## src/rtl/psm_port_mux_consts.vh

```
// Constants for the port signal multiplexer: register offsets, reset values,
// field positions and per-port line masks.
// Assumes a 32-bit register port with byte addresses, one word per register.
`ifndef PSM_PORT_MUX_CONSTS_VH
`define PSM_PORT_MUX_CONSTS_VH

`define PSM_ADDR_W 8
`define PSM_OFS_CTRL_A 8'h00
`define PSM_OFS_CTRL_B 8'h04
`define PSM_OFS_CTRL_C 8'h08
`define PSM_OFS_CTRL_D 8'h0C
`define PSM_OFS_DIR_A 8'h10
`define PSM_OFS_DIR_B 8'h14
`define PSM_OFS_DIR_C 8'h18
`define PSM_OFS_DIR_D 8'h1C
`define PSM_OFS_DOUT_A 8'h20
`define PSM_OFS_DOUT_B 8'h24
`define PSM_OFS_DOUT_C 8'h28
`define PSM_OFS_DOUT_D 8'h2C
`define PSM_OFS_PIN_A 8'h30
`define PSM_OFS_PIN_B 8'h34
`define PSM_OFS_PIN_C 8'h38
`define PSM_OFS_PIN_D 8'h3C
`define PSM_OFS_IRQEN_A 8'h40
`define PSM_OFS_CHIPCFG 8'h44
`define PSM_OFS_STRAP_A 8'h48
`define PSM_OFS_STRAP_B 8'h4C
`define PSM_OFS_STRAP_C 8'h50
`define PSM_OFS_STRAP_D 8'h54

`define PSM_BIT_PORTA_ALT 0
`define PSM_BIT_PORTD_ALT 1

`define PSM_RST_WORD 32'h00000000

`define PSM_NMI_BIT 18
`define PSM_IMPL_A 32'h3FFFFFFF
`define PSM_IMPL_B 32'h00007FFF
`define PSM_IMPL_C 32'h0000FFFF
`define PSM_IMPL_D_LATE 32'h000001F4
`define PSM_IMPL_D_EARLY 32'h00000074
`define PSM_GPIO_A 32'h3FFBFFFF
`define PSM_GPIO_B_LATE 32'h00000800
`define PSM_GPIO_B_EARLY 32'h00000000
`define PSM_GPIO_C_LATE 32'h0000C8FF
`define PSM_GPIO_C_EARLY 32'h0000C0FF
`define PSM_GPIO_D_LATE 32'h000001F0
`define PSM_GPIO_D_EARLY 32'h00000070
`define PSM_IRQ_A 32'h3FFBFDBF
`define PSM_ALT_A 32'h00020000
`define PSM_ALT_D 32'h00000000
`define PSM_STRAP_A 32'h00010000
`define PSM_STRAP_B 32'h00000100
`define PSM_STRAP_C 32'h0000C000
`define PSM_STRAP_D_LATE 32'h00000184
`define PSM_STRAP_D_EARLY 32'h00000004

`endif

```

## src/rtl/psm_port_mux.v

```verilog
// Port A to D line multiplexer with its configuration registers.
// Assumes pins and peripheral signals are synchronous to clk; ports are packed
// as {D,C,B,A}, 32 bits each, line n of port p at bit 32*p+n.
`timescale 1ns/1ps
`include "psm_port_mux_consts.vh"

module psm_port_mux #(
	parameter LATE_REV = 1
)(
	input wire clk,
	input wire rst_n,
	input wire [7:0] regAddr,
	input wire [31:0] regWrData,
	input wire regWrEn,
	input wire regRdEn,
	output reg [31:0] regRdData,
	input wire powerOnResetN,
	input wire [127:0] pinIn,
	output wire [127:0] pinOut,
	output wire [127:0] pinOe,
	input wire [127:0] periphOut,
	input wire [127:0] periphOe,
	output wire [127:0] periphIn,
	input wire [127:0] altOut,
	input wire [127:0] altOe,
	output wire [127:0] altIn,
	output reg [31:0] irqLine,
	output reg nmiLine
);

////////////////////////////////////////////////////////////////////////////////

// Line capability per revision
localparam [31:0] IMPL_D = LATE_REV ? `PSM_IMPL_D_LATE : `PSM_IMPL_D_EARLY;
localparam [31:0] GPIO_B = LATE_REV ? `PSM_GPIO_B_LATE : `PSM_GPIO_B_EARLY;
localparam [31:0] GPIO_C = LATE_REV ? `PSM_GPIO_C_LATE : `PSM_GPIO_C_EARLY;
localparam [31:0] GPIO_D = LATE_REV ? `PSM_GPIO_D_LATE : `PSM_GPIO_D_EARLY;
localparam [31:0] STRAP_D = LATE_REV ? `PSM_STRAP_D_LATE : `PSM_STRAP_D_EARLY;
localparam [127:0] IMPL_MASK = {IMPL_D, `PSM_IMPL_C, `PSM_IMPL_B, `PSM_IMPL_A};
localparam [127:0] GPIO_MASK = {GPIO_D, GPIO_C, GPIO_B, `PSM_GPIO_A};
localparam [127:0] ALT_MASK = {`PSM_ALT_D, 32'h00000000, 32'h00000000, `PSM_ALT_A};
localparam [127:0] STRAP_MASK = {STRAP_D, `PSM_STRAP_C, `PSM_STRAP_B, `PSM_STRAP_A};

////////////////////////////////////////////////////////////////////////////////

reg [127:0] ctrlSel_q;
reg [127:0] lineDir_q;
reg [127:0] dataOut_q;
reg [31:0] irqEnA_q;
reg portaAltSel_q;
reg portdAltSel_q;
reg [127:0] strap_q;
reg porPrev_q;

wire [127:0] pinValue;
wire [31:0] irqNext;
reg [31:0] rdWord;

// Writes land at the edge; routing below is combinational from these flops,
// so the new setting is on the pins in the following cycle.
always @(posedge clk or negedge rst_n)
begin
	if (!rst_n)
	begin
		ctrlSel_q <= {4{`PSM_RST_WORD}};
		lineDir_q <= {4{`PSM_RST_WORD}};
		dataOut_q <= {4{`PSM_RST_WORD}};
		irqEnA_q <= `PSM_RST_WORD;
		portaAltSel_q <= 1'b0;
		portdAltSel_q <= 1'b0;
	end
	else if (regWrEn)
	begin
		case (regAddr)
		`PSM_OFS_CTRL_A:
		begin
			ctrlSel_q[31:0] <= regWrData & IMPL_MASK[31:0];
		end
		`PSM_OFS_CTRL_B:
		begin
			ctrlSel_q[63:32] <= regWrData & IMPL_MASK[63:32];
		end
		`PSM_OFS_CTRL_C:
		begin
			ctrlSel_q[95:64] <= regWrData & IMPL_MASK[95:64];
		end
		`PSM_OFS_CTRL_D:
		begin
			ctrlSel_q[127:96] <= regWrData & IMPL_MASK[127:96];
		end
		`PSM_OFS_DIR_A:
		begin
			lineDir_q[31:0] <= regWrData & IMPL_MASK[31:0];
		end
		`PSM_OFS_DIR_B:
		begin
			lineDir_q[63:32] <= regWrData & IMPL_MASK[63:32];
		end
		`PSM_OFS_DIR_C:
		begin
			lineDir_q[95:64] <= regWrData & IMPL_MASK[95:64];
		end
		`PSM_OFS_DIR_D:
		begin
			lineDir_q[127:96] <= regWrData & IMPL_MASK[127:96];
		end
		`PSM_OFS_DOUT_A:
		begin
			dataOut_q[31:0] <= regWrData & GPIO_MASK[31:0];
		end
		`PSM_OFS_DOUT_B:
		begin
			dataOut_q[63:32] <= regWrData & GPIO_MASK[63:32];
		end
		`PSM_OFS_DOUT_C:
		begin
			dataOut_q[95:64] <= regWrData & GPIO_MASK[95:64];
		end
		`PSM_OFS_DOUT_D:
		begin
			dataOut_q[127:96] <= regWrData & GPIO_MASK[127:96];
		end
		`PSM_OFS_IRQEN_A:
		begin
			irqEnA_q <= regWrData & `PSM_IRQ_A;
		end
		`PSM_OFS_CHIPCFG:
		begin
			portaAltSel_q <= regWrData[`PSM_BIT_PORTA_ALT];
			portdAltSel_q <= regWrData[`PSM_BIT_PORTD_ALT];
		end
		default:
		begin
		end
		endcase
	end
end

////////////////////////////////////////////////////////////////////////////////

// Straps live in the power-on reset domain alone: clearing them with rst_n
// would zero them on every hard reset with no resample, as only powerOnResetN re-arms porPrev_q.
always @(posedge clk or negedge powerOnResetN)
begin
	if (!powerOnResetN)
	begin
		porPrev_q <= 1'b0;
		strap_q <= {4{`PSM_RST_WORD}};
	end
	else
	begin
		porPrev_q <= 1'b1;
		if (!porPrev_q)
			strap_q <= pinIn & STRAP_MASK;
	end
end

////////////////////////////////////////////////////////////////////////////////

genvar gi;
generate
	for (gi = 0; gi < 128; gi = gi + 1)
	begin : gLine
		wire isNmi = (gi == `PSM_NMI_BIT);
		wire swMode = ~ctrlSel_q[gi];
		wire hwMode = ctrlSel_q[gi];
		wire irqEn = (gi < 32) ? irqEnA_q[gi % 32] : 1'b0;
		wire altOn = (gi < 32) ? portaAltSel_q : ((gi >= 96) ? portdAltSel_q : 1'b0);
		wire altSel = hwMode & altOn & ALT_MASK[gi] & ~isNmi;
		wire priSel = hwMode & ~altSel & IMPL_MASK[gi] & ~isNmi;
		wire outSel = swMode & lineDir_q[gi] & GPIO_MASK[gi] & ~isNmi;
		wire inSel = swMode & ~lineDir_q[gi] & ~irqEn & GPIO_MASK[gi];
		wire irqSel = swMode & ~lineDir_q[gi] & irqEn;
		assign pinOut[gi] = altSel ? altOut[gi] : (priSel ? periphOut[gi] : dataOut_q[gi]);
		// Reserved selections never drive the pad
		assign pinOe[gi] = altSel ? altOe[gi] : (priSel ? periphOe[gi] : outSel);
		assign periphIn[gi] = priSel & pinIn[gi];
		assign altIn[gi] = altSel & pinIn[gi];
		assign pinValue[gi] = (inSel & pinIn[gi]) | (outSel & dataOut_q[gi]);
		if (gi < 32)
		begin : gIrq
			assign irqNext[gi] = irqSel & pinIn[gi];
		end
	end
endgenerate

////////////////////////////////////////////////////////////////////////////////

always @(posedge clk or negedge rst_n)
begin
	if (!rst_n)
	begin
		irqLine <= 32'h00000000;
		nmiLine <= 1'b0;
	end
	else
	begin
		irqLine <= irqNext;
		nmiLine <= pinIn[`PSM_NMI_BIT];
	end
end

always @(posedge clk or negedge rst_n)
begin
	if (!rst_n)
		regRdData <= 32'h00000000;
	else if (regRdEn)
		regRdData <= rdWord;
	else
		regRdData <= 32'h00000000;
end

////////////////////////////////////////////////////////////////////////////////

// Read decode kept apart from the flop so the port only ever shows a word
// in the single cycle after the strobe.
always @*
begin
	rdWord = 32'h00000000;
	case (regAddr)
	`PSM_OFS_CTRL_A:
	begin
		rdWord = ctrlSel_q[31:0];
	end
	`PSM_OFS_CTRL_B:
	begin
		rdWord = ctrlSel_q[63:32];
	end
	`PSM_OFS_CTRL_C:
	begin
		rdWord = ctrlSel_q[95:64];
	end
	`PSM_OFS_CTRL_D:
	begin
		rdWord = ctrlSel_q[127:96];
	end
	`PSM_OFS_DIR_A:
	begin
		rdWord = lineDir_q[31:0];
	end
	`PSM_OFS_DIR_B:
	begin
		rdWord = lineDir_q[63:32];
	end
	`PSM_OFS_DIR_C:
	begin
		rdWord = lineDir_q[95:64];
	end
	`PSM_OFS_DIR_D:
	begin
		rdWord = lineDir_q[127:96];
	end
	`PSM_OFS_DOUT_A:
	begin
		rdWord = dataOut_q[31:0];
	end
	`PSM_OFS_DOUT_B:
	begin
		rdWord = dataOut_q[63:32];
	end
	`PSM_OFS_DOUT_C:
	begin
		rdWord = dataOut_q[95:64];
	end
	`PSM_OFS_DOUT_D:
	begin
		rdWord = dataOut_q[127:96];
	end
	`PSM_OFS_PIN_A:
	begin
		rdWord = pinValue[31:0];
	end
	`PSM_OFS_PIN_B:
	begin
		rdWord = pinValue[63:32];
	end
	`PSM_OFS_PIN_C:
	begin
		rdWord = pinValue[95:64];
	end
	`PSM_OFS_PIN_D:
	begin
		rdWord = pinValue[127:96];
	end
	`PSM_OFS_IRQEN_A:
	begin
		rdWord = irqEnA_q;
	end
	`PSM_OFS_CHIPCFG:
	begin
		rdWord = {30'h0, portdAltSel_q, portaAltSel_q};
	end
	`PSM_OFS_STRAP_A:
	begin
		rdWord = strap_q[31:0];
	end
	`PSM_OFS_STRAP_B:
	begin
		rdWord = strap_q[63:32];
	end
	`PSM_OFS_STRAP_C:
	begin
		rdWord = strap_q[95:64];
	end
	`PSM_OFS_STRAP_D:
	begin
		rdWord = strap_q[127:96];
	end
	default:
	begin
		rdWord = 32'h00000000;
	end
	endcase
end

endmodule

```

## config.mk

```make
export PLATFORM = sky130hd
export DESIGN_NAME = psm_port_mux
export DESIGN_NICKNAME = d
export VERILOG_FILES = /design/src/rtl/psm_port_mux.v
export VERILOG_INCLUDE_DIRS = /design/src /design/src/rtl
export SDC_FILE = /design/constraint.sdc
export NUM_CORES = 1
export LEC_CHECK = 0
export BUFFER_PORTS_ARGS = -buffer_cell sky130_fd_sc_hd__buf_4
export CAP_MARGIN = 40
export CORE_AREA = 3 3 489 491
export CTS_BUF_LIST = sky130_fd_sc_hd__clkbuf_4
export DETAILED_ROUTE_END_ITERATION = 16
export DIE_AREA = 0 0 492 494
export GPL_TIMING_DRIVEN = 0
export PLACE_DENSITY = 0.3
export REMOVE_ABC_BUFFERS = 1
export SKIP_LAST_GASP = 1
export SLEW_MARGIN = 20
export SYNTH_ARGS = -nofsm -noshare
export SYNTH_HDL_FRONTEND = slang
export SYNTH_SLANG_ARGS = --single-unit
```

## constraint.sdc

```tcl
create_clock -name clk -period 1.9 [get_ports clk]
set_input_delay 0.19 -clock clk [delete_from_list [all_inputs] [get_ports clk]]
set_output_delay 0.19 -clock clk [all_outputs]
set_load 0.01 [all_outputs]
```

# After elaboration in Yosys (flattened, before gate mapping)
# Index checks and enable logic that the tools add are counted.
# op_classes
n_eq_ne	21
reduce_logical	15
mux	136
n_bitwise	500
# ops
operator	count
$pmux 30 s22	1
$and 1x1->1	334
$mux 1	134
$not 1->1	120
$eq 8x6->1 const B	8
$eq 8x7->1 const B	6
$or 1x1->1	46
$eq 8x5->1 const B	4
$mux 30	1
$reduce_and 2->1	14
$eq 8x4->1 const B	2
$eq 8x3->1 const B	1
$logic_not 8->1	1
# word_totals
output_inout_bits	577
wordCells	692
in_bits	685
reg_bits	275

# Depth between registers and ports, before layout
# Gate-level depths: netlist of the first run.
# logic_depth
ltp_word	7
depth_mapped	8

# Worst setup path after synthesis of the first run
# No wires, ideal clock.
# synth_path
path_type	input -> register
startpoint	in regAddr[1]
endpoint	reg ctrlSel_q[37]
arrival_ps	1663
slack_ps	113
path_stages	5
setup_ps	125
path_cell_list	buf_4 > nor4b_2 > nand3_2 > buf_6 > mux2_2
# synth_via
elab_chain_len	2
# synth_lines
element	line	text
from (decl)	psm_port_mux.v:12	input wire [7:0] regAddr,
$eq 8x3->1	psm_port_mux.v:74	case (regAddr)
$reduce_and 2->1 (no source line)	-	
to (signal assigned)	psm_port_mux.v:65	ctrlSel_q <= {4{`PSM_RST_WORD}};
to (signal assigned)	psm_port_mux.v:81	ctrlSel_q[63:32] <= regWrData & IMPL_MASK[63:32];
to (decl)	psm_port_mux.v:46	reg [127:0] ctrlSel_q;
# Every way passes these cells.
# A chain may end at the register's enable or synchronous reset.

# Worst setup path in the final report of the first run
# layout_path
startpoint	reg ctrlSel_q[67]
endpoint	out pinOut[67]
# layout_via
elab_chain_len	1
# layout_lines
element	line	text
from (signal assigned)	psm_port_mux.v:65	
from (signal assigned)	psm_port_mux.v:85	ctrlSel_q[95:64] <= regWrData & IMPL_MASK[95:64];
$mux 1	psm_port_mux.v:174	assign pinOut[gi] = altSel ? altOut[gi] : (priSel ? periphOut[gi] : dataOut_q[gi]);
to (decl)	psm_port_mux.v:19	output wire [127:0] pinOut,
# Every way passes these cells.

==> flow_metrics.env, run 1 <==
export IMPL_status="complete, but fails checks"
export IMPL_violations="setup timing"
export IMPL_maxSlewHeadroom_pct=44.0
export IMPL_dieHeight_um=494
export IMPL_yosys_top_cells_count="322 x buf_4, 311 x mux2_2, 275 x dfrtp_1, 110 x and2_1, 80 x a22oi_1"
export IMPL_worstMarginPinSlew_ps=837
export IMPL_p_clk_share_pct=39.5
export IMPL_port_buffers=500
export IMPL_grt_pass1_vias=15543
export IMPL_core_area_sq_um=235000
export IMPL_total_power_w=0.0164
export IMPL_start_util_pct=7.18
export IMPL_num_vias=15114
export IMPL_nets=3080
export IMPL_fillers=26948
export IMPL_drive_gt1_share_pct=53.8
export IMPL_timing_fmax_ghz=0.469
export IMPL_avgSynthCellArea_sq_um=10.9
export IMPL_worstSkewPairLatency_ps=980
export IMPL_wl_mm=120
export IMPL_period_share_pct=112
export IMPL_grt_start_max_net_pins=80
export IMPL_grt_setup_unrepaired="true"
export IMPL_die_w_um=492
export IMPL_async_reset_ff_share_pct=100
export IMPL_first_pass_iters=5
export IMPL_drtIter0Drc=634
export IMPL_drtAntennaViolNets=0
export IMPL_path_cells="mux2_4 -> buf_6"
export IMPL_max_cap_viol_count=0
export IMPL_mappedNetlistArea_sq_um=16900
export IMPL_yosysTopAreaCell="dfrtp_1"
export IMPL_drcViolationCount=0
export IMPL_grt_overflow=0
export IMPL_wl_per_cell_um=21.3
export IMPL_rows=178
export IMPL_fin_ws_ps=-231
export IMPL_synth_cells=1546
export IMPL_track_usage_pct=9.51
export IMPL_period_minus_slack_ps=2130
export IMPL_switchingPower_w=0.00540
export IMPL_ys_warn_count=0
export IMPL_power_density_nw_per_um2=558
export IMPL_hold_class="input pin to register"
export IMPL_setup_viol=176
export IMPL_max_clock_path_buffers=3
export IMPL_startpoint_type="register"
export IMPL_dieArea_sq_um=243000
export IMPL_cp_data_required_time_ps=1710
export IMPL_drv_slew=0
export IMPL_cts_buffers=87
export IMPL_max_stage_delay_ps=460
export IMPL_end_kind="primary output"
export IMPL_cp_top_family="flip-flops"
export IMPL_ys_seq_area_share_pct=40.8
export IMPL_antenna_found_initial=54
export IMPL_area_delta_synth_final_pct=74.6
export IMPL_r2r_slack_ps=120
export IMPL_swShare_pct=32.8
export IMPL_cp_max_fo=6
export IMPL_cts_clk_slew_worst_paths_ps=60
export IMPL_peakVddDrop_mv=0.299
export IMPL_power_frac_comb_pct=21.2
export IMPL_yosysMostFrequentCell="buf_4"
export IMPL_skew_ps=49.1
export IMPL_clock_sinks=275
export IMPL_path_buf_inv=1
export IMPL_synth_edf_count=0
export IMPL_hold_viol_final=0
export IMPL_dpl_hpwl_mm=91.5
export IMPL_cpMaxStageDelayCell="dfrtp_2"
export IMPL_synthTopCellsByArea="dfrtp_1 41%, mux2_2 21%, buf_4 14%"
export IMPL_ios=1262
export IMPL_clock_root_buffer="clkbuf_4"
export IMPL_power_leakage_nw=13.0
export IMPL_vias_per_cell=2.69
export IMPL_pwr_share_seq_pct=39.3
export IMPL_h_tree_depth=3
export IMPL_p_int_w=0.0110
export IMPL_synth_distinct_cells=60
export IMPL_cts_tree="yes"
export IMPL_grt_pass1_wl_mm=153
export IMPL_worst_ep_arrival_time_ps=1940
export IMPL_finalHoldWorstSlack_ps=123
export IMPL_finalWeightedCongestion=0.734
export IMPL_path_class="register to primary output"
export IMPL_ys_ff_latch=275
export IMPL_synth_top_flop_cell="dfrtp_1"
export IMPL_synth_top_cell_area_share_pct=40.8
layout by cell type, fill, tap and decap left out, types with 10 or more instances in the layout:
cell	netlist	layout
a21oi_1	25	25
a22oi_1	80	79
a31oi_1	14	14
and2_4	0	102
buf_12	0	13
buf_16	0	14
buf_4	322	383
buf_6	3	227
buf_8	0	10
clkbuf_4	0	119
clkinv_1	0	19
conb_1	2	321
dfrtp_1	275	201
dfrtp_2	0	74
diode_2	0	19
dlygate4sd3_1	0	177
mux2_2	311	226
mux2_4	0	85
mux2i_1	30	30
nand2_1	52	45
nand3_1	18	12
nor2_1	57	53
nor3_1	18	18
nor4bb_1	25	24
o21ai_0	17	17
o311ai_0	14	14
power by group through the flow:
stage	Sequential [W]	Clock (W)	Combinational, W
after CTS	0.00646	0.00700	0.00355
final	0.00645	0.00649	0.00349
after global placement	0.00656	0	0.00256
after detailed placement	0.00656	0	0.00270
after floorplan	0.00640	0	0.00105
after global routing	0.00649	0.00729	0.00377
layer usage:
| metal | vias up | part of all wire (%) | routed length [um] | GRT usage (%) |
|---|---|---|---|---|
| met5 | - | 0.085 | 102 | 0 |
| li1 | 6703 | - | - | - |
| met4 | 16 | 2.5 | 3050 | 2.54 |
| met3 | 164 | 6.1 | 7360 | 2.68 |
| met2 | 701 | 49 | 59000 | 16.3 |
| met1 | 7530 | 42 | 50600 | 11.6 |
worst min-delay path, cell delays in order:
cell     delay [ps]
buf_4           210
mux2_2          260
a22oi_1          60
nor2_1           80
a31oi_1          50
a31oi_1         180
metrics by stage:
step,setup TNS [ps],cells,area (sq um),worst slack (ps),utilization (%)
after CTS,-85430,5597,29200,-471,12.4
after detailed placement,-218220,5180,24100,-1280,10.3
after global routing,-65660,5618,29400,-486,12.5
final,-19970,5626,29500,-231,12.5
after global placement,-2202940,5123,23000,-9100,9.80
after floorplan,-131580,1473,15400,-1030,-
worst paths after layout:
check	startpoint	end	depth (start not counted)
min reg2reg	lineDir_q[18]	lineDir_q[18]	1
max	ctrlSel_q[67]	pinOut[67]	2
max reg2reg	ctrlSel_q[8]	regRdData[8]	6
min in group asynchronous	rst_n	dataOut_q[13]	3
max in group asynchronous	rst_n	ctrlSel_q[25]	5
min	regAddr[2]	regRdData[5]	6
area by class of cell:
cell class              count  area (sq um)  share of cell area [%]
clock inverters            32           199                   0.675
flip-flops and latches    275          6970                    23.7
clock buffers             119           893                    3.03
multi-input cells        1194          9300                    31.5
inverters                   4          15.0                  0.0509
diodes                     19          47.5                   0.161
well taps                3150          3940                    13.4
repair buffers            833          8100                    27.5
registers in the layout, summed over array words and instances (netlist names):
signal / cells
nmiLine: 1
regRdData: 30
ctrlSel_q: 67
dataOut_q: 46
lineDir_q: 67
irqLine: 27
irqEnA_q: 27
strap_q: 7
porPrev_q: 1
gLine.altOn: 2
timing repair:
action | in CTS | in global routing
resized for setup | 471 | 41
pin swaps | 45 | 50
cloned | 0 | 0
hold buffers | 185 | 4
setup buffers | 81 | 8
hold endpoints to repair | 411 | 6
endpoints found under the setup margin | 261 | 375
kinds of logic (layout without fill, tap and decap cells):
group                  after synthesis  after routing  share of synthesized area (%)
AOI/OAI and AO/OA                  202            202                           8.58
muxes                              342            342                           22.7
buffers and inverters              396            988                           16.2
DFF                                275            275                           40.8
and+or+nand+nor                    329            329                           11.7
other                                2            340                         0.0445
Power figures use the tool's default switching activity.
==> run 2: changes to the inputs <==
- ABC_AREA: unset -> 1
- CORE_AREA: 3 3 489 491 -> 3 3 488 490
- DIE_AREA: 0 0 492 494 -> 0 0 491 493
==> run 2 against run 1 <==
  * The run still ends with setup timing left
  * Power increased by 1.8%
  * Non-clock buffer count grew 61
  * Sequential power about the same
  * Via count increased by 21%
  * Wire length grew 2.9%
  * Setup slack lost 150 ps
==> flow_metrics.env, run 2 <==
export IMPL_worstSkewPairLatency_ps=1040
export IMPL_mappedNetlistArea_sq_um=16800
export IMPL_grt_pass1_wl_mm=160
export IMPL_synth_top_flop_cell="dfrtp_1"
export IMPL_h_tree_depth=3
export IMPL_maxSlewHeadroom_pct=47.8
export IMPL_antenna_found_initial=50
export IMPL_power_density_nw_per_um2=548
export IMPL_dpl_hpwl_mm=95.3
export IMPL_timing_fmax_ghz=0.439
export IMPL_peakVddDrop_mv=0.350
export IMPL_hold_class="input pin to register"
export IMPL_fin_ws_ps=-378
export IMPL_total_power_w=0.0167
export IMPL_drtAntennaViolNets=0
export IMPL_postPlaceCellArea_sq_um=23600
export IMPL_startpoint_type="input pin"
export IMPL_cp_data_required_time_ps=2760
export IMPL_met2_usage_pct=16.7
export IMPL_final_setup_tns_ps=-12510
export IMPL_drv_slew=0
export IMPL_hold_depth=6
export IMPL_cp_max_fo=13
export IMPL_finalWeightedCongestion=0.778
export IMPL_num_vias=18296
export IMPL_rows=178
export IMPL_drtIter0Drc=923
export IMPL_r2r_slack_ps=100
export IMPL_reg_top3="ctrlSel_q: 67 flops, lineDir_q: 67 flops, dataOut_q: 46 flops"
export IMPL_period_share_pct=120
export IMPL_wl_per_cell_um=18.9
export IMPL_setup_viol=143
export IMPL_drcViolationCount=0
export IMPL_grt_start_max_net_pins=76
export IMPL_r2r_cells=11
export IMPL_period_minus_slack_ps=2280
export IMPL_die_w_um=491
export IMPL_synth_top_cell_area_share_pct=40.9
export IMPL_start_util_pct=7.17
export IMPL_hold_viol_final=0
export IMPL_yosysMostFrequentCell="nand2_1"
export IMPL_mostFrequentLayoutCell="nand2_1"
export IMPL_fin_area_sq_um=30500
export IMPL_cts_clk_slew_worst_paths_ps=60
export IMPL_track_usage_pct=9.84
export IMPL_path_class="input pin to register"
export IMPL_dieArea_sq_um=242000
export IMPL_clock_sinks=275
export IMPL_final_cell_mix="554 x nand2_1, 430 x buf_4, 321 x conb_1, 264 x buf_6, 210 x dfrtp_1"
export IMPL_grt_pass1_vias=17868
export IMPL_grt_use_met3_pct=2.22
export IMPL_cts_buffers=97
export IMPL_max_cap_viol_count=0
export IMPL_grt_setup_unrepaired="true"
export IMPL_area_delta_synth_final_pct=81.5
export IMPL_avgSynthCellArea_sq_um=7.10
export IMPL_synth_distinct_cells=29
export IMPL_yosys_top_cells_count="768 x nand2_1, 320 x buf_4, 275 x dfrtp_1, 256 x inv_1, 214 x nor2_1"
export IMPL_cts_tree="yes"
export IMPL_synth_cells=2370
export IMPL_core_area_sq_um=235000
export IMPL_nets=3980
export IMPL_ios=1262
export IMPL_grtUsageMet1_pct=12.5
export IMPL_stdcell_count=6525
export IMPL_ys_seq_area_share_pct=40.9
export IMPL_worstMarginPinSlew_ps=783
export IMPL_end_kind="register"
export IMPL_drive_gt1_share_pct=41.4
export IMPL_ys_warn_count=0
export IMPL_ys_ff_latch=275
export IMPL_yosysTopAreaCell="dfrtp_1"
export IMPL_vias_per_cell=2.80
export IMPL_grt_overflow=0
export IMPL_violations="setup timing"
export IMPL_port_buffers=500
export IMPL_max_clock_path_buffers=3
export IMPL_power_leakage_nw=14.6
export IMPL_skew_ps=109
export IMPL_status="complete, but fails checks"
export IMPL_placedCellCount=5980
export IMPL_busiest_layer="met2"
export IMPL_first_pass_iters=5
export IMPL_wl_mm=124
export IMPL_dieHeight_um=493
export IMPL_worst_ep_arrival_time_ps=3140
export IMPL_synth_edf_count=0
export IMPL_async_reset_ff_share_pct=100
export IMPL_synthTopCellsByArea="dfrtp_1 41%, nand2_1 17%, buf_4 14%"
export IMPL_clock_root_buffer="clkbuf_4"
-- run 2: what timing repair did --
action                                 in CTS  in global routing
setup endpoints to repair                 280                326
buffers inserted                          170                 46
endpoints found under the hold margin     474                 18
cloned                                      0                  0
gates resized for setup                   646                240
hold buffers                              163                  9
pin swaps                                 143                158
-- run 2: path summary, 6_finish.rpt --
kind,to,start
setup / recovery,regRdData[24],regAddr[2]
hold / removal,dataOut_q[104],regAddr[1]
setup reg to reg,regRdData[29],ctrlSel_q[29]
hold reg to reg,irqLine[25],irqEnA_q[25]
max in group asynchronous,ctrlSel_q[34],rst_n
min in group asynchronous,strap_q[40],powerOnResetN
-- run 2: kinds of logic after synthesis --
group | after synthesis | synth area share [%]
multiplexers | 5 | 0.335
other | 2 | 0.0446
buffers and inverters | 648 | 21.9
AND/OR/NAND/NOR | 1123 | 27.1
flip-flops | 275 | 40.9
AO/OA/AOI/OAI | 317 | 9.76
-- run 2: final cells by class --
type,instances,area [sq um]
clock buffers,130,976
fillers,27184,204000
repair buffers,894,8610
inverters,261,1040
clock inverters,40,204
diodes,9,22.5
flip-flops and latches,275,6970
multi-input cells,1766,8770
well taps,3150,3940
-- run 2: critical path: stages --
cell,delay [ps]
buf_4,110
dlygate4sd3_1,660
nor2_2,190
nand2_4,140
nor2_4,340
buf_12,230
dlygate4sd3_1,840
nand2_1,100
a21oi_1,310
-- run 2: power by group --
part | switching, W | internal, W
clock | 0.00349 | 0.00331
combinational | 0.00189 | 0.00159
sequential | 0.000330 | 0.00612
total | 0.00571 | 0.0110
-- run 2: routing by layer --
metal | routed length, um | up-vias
met2 | 58800 | 846
met3 | 7730 | 190
met4 | 3090 | 10
met1 | 53900 | 8611
met5 | 62 | -
li1 | - | 8639
-- run 2: per-stage QoR --
step | setup slack, ps | util (%) | hold WS, ps
2_1_floorplan | -158 | - | -106
3_3_place_gp | -4700 | 9.82 | 32.4
3_5_place_dp | -1660 | 10.1 | 34.3
4_1_cts | -567 | 12.6 | 0.996
5_1_grt | -517 | 13.0 | -6.14
6_report | -378 | 13.0 | 114
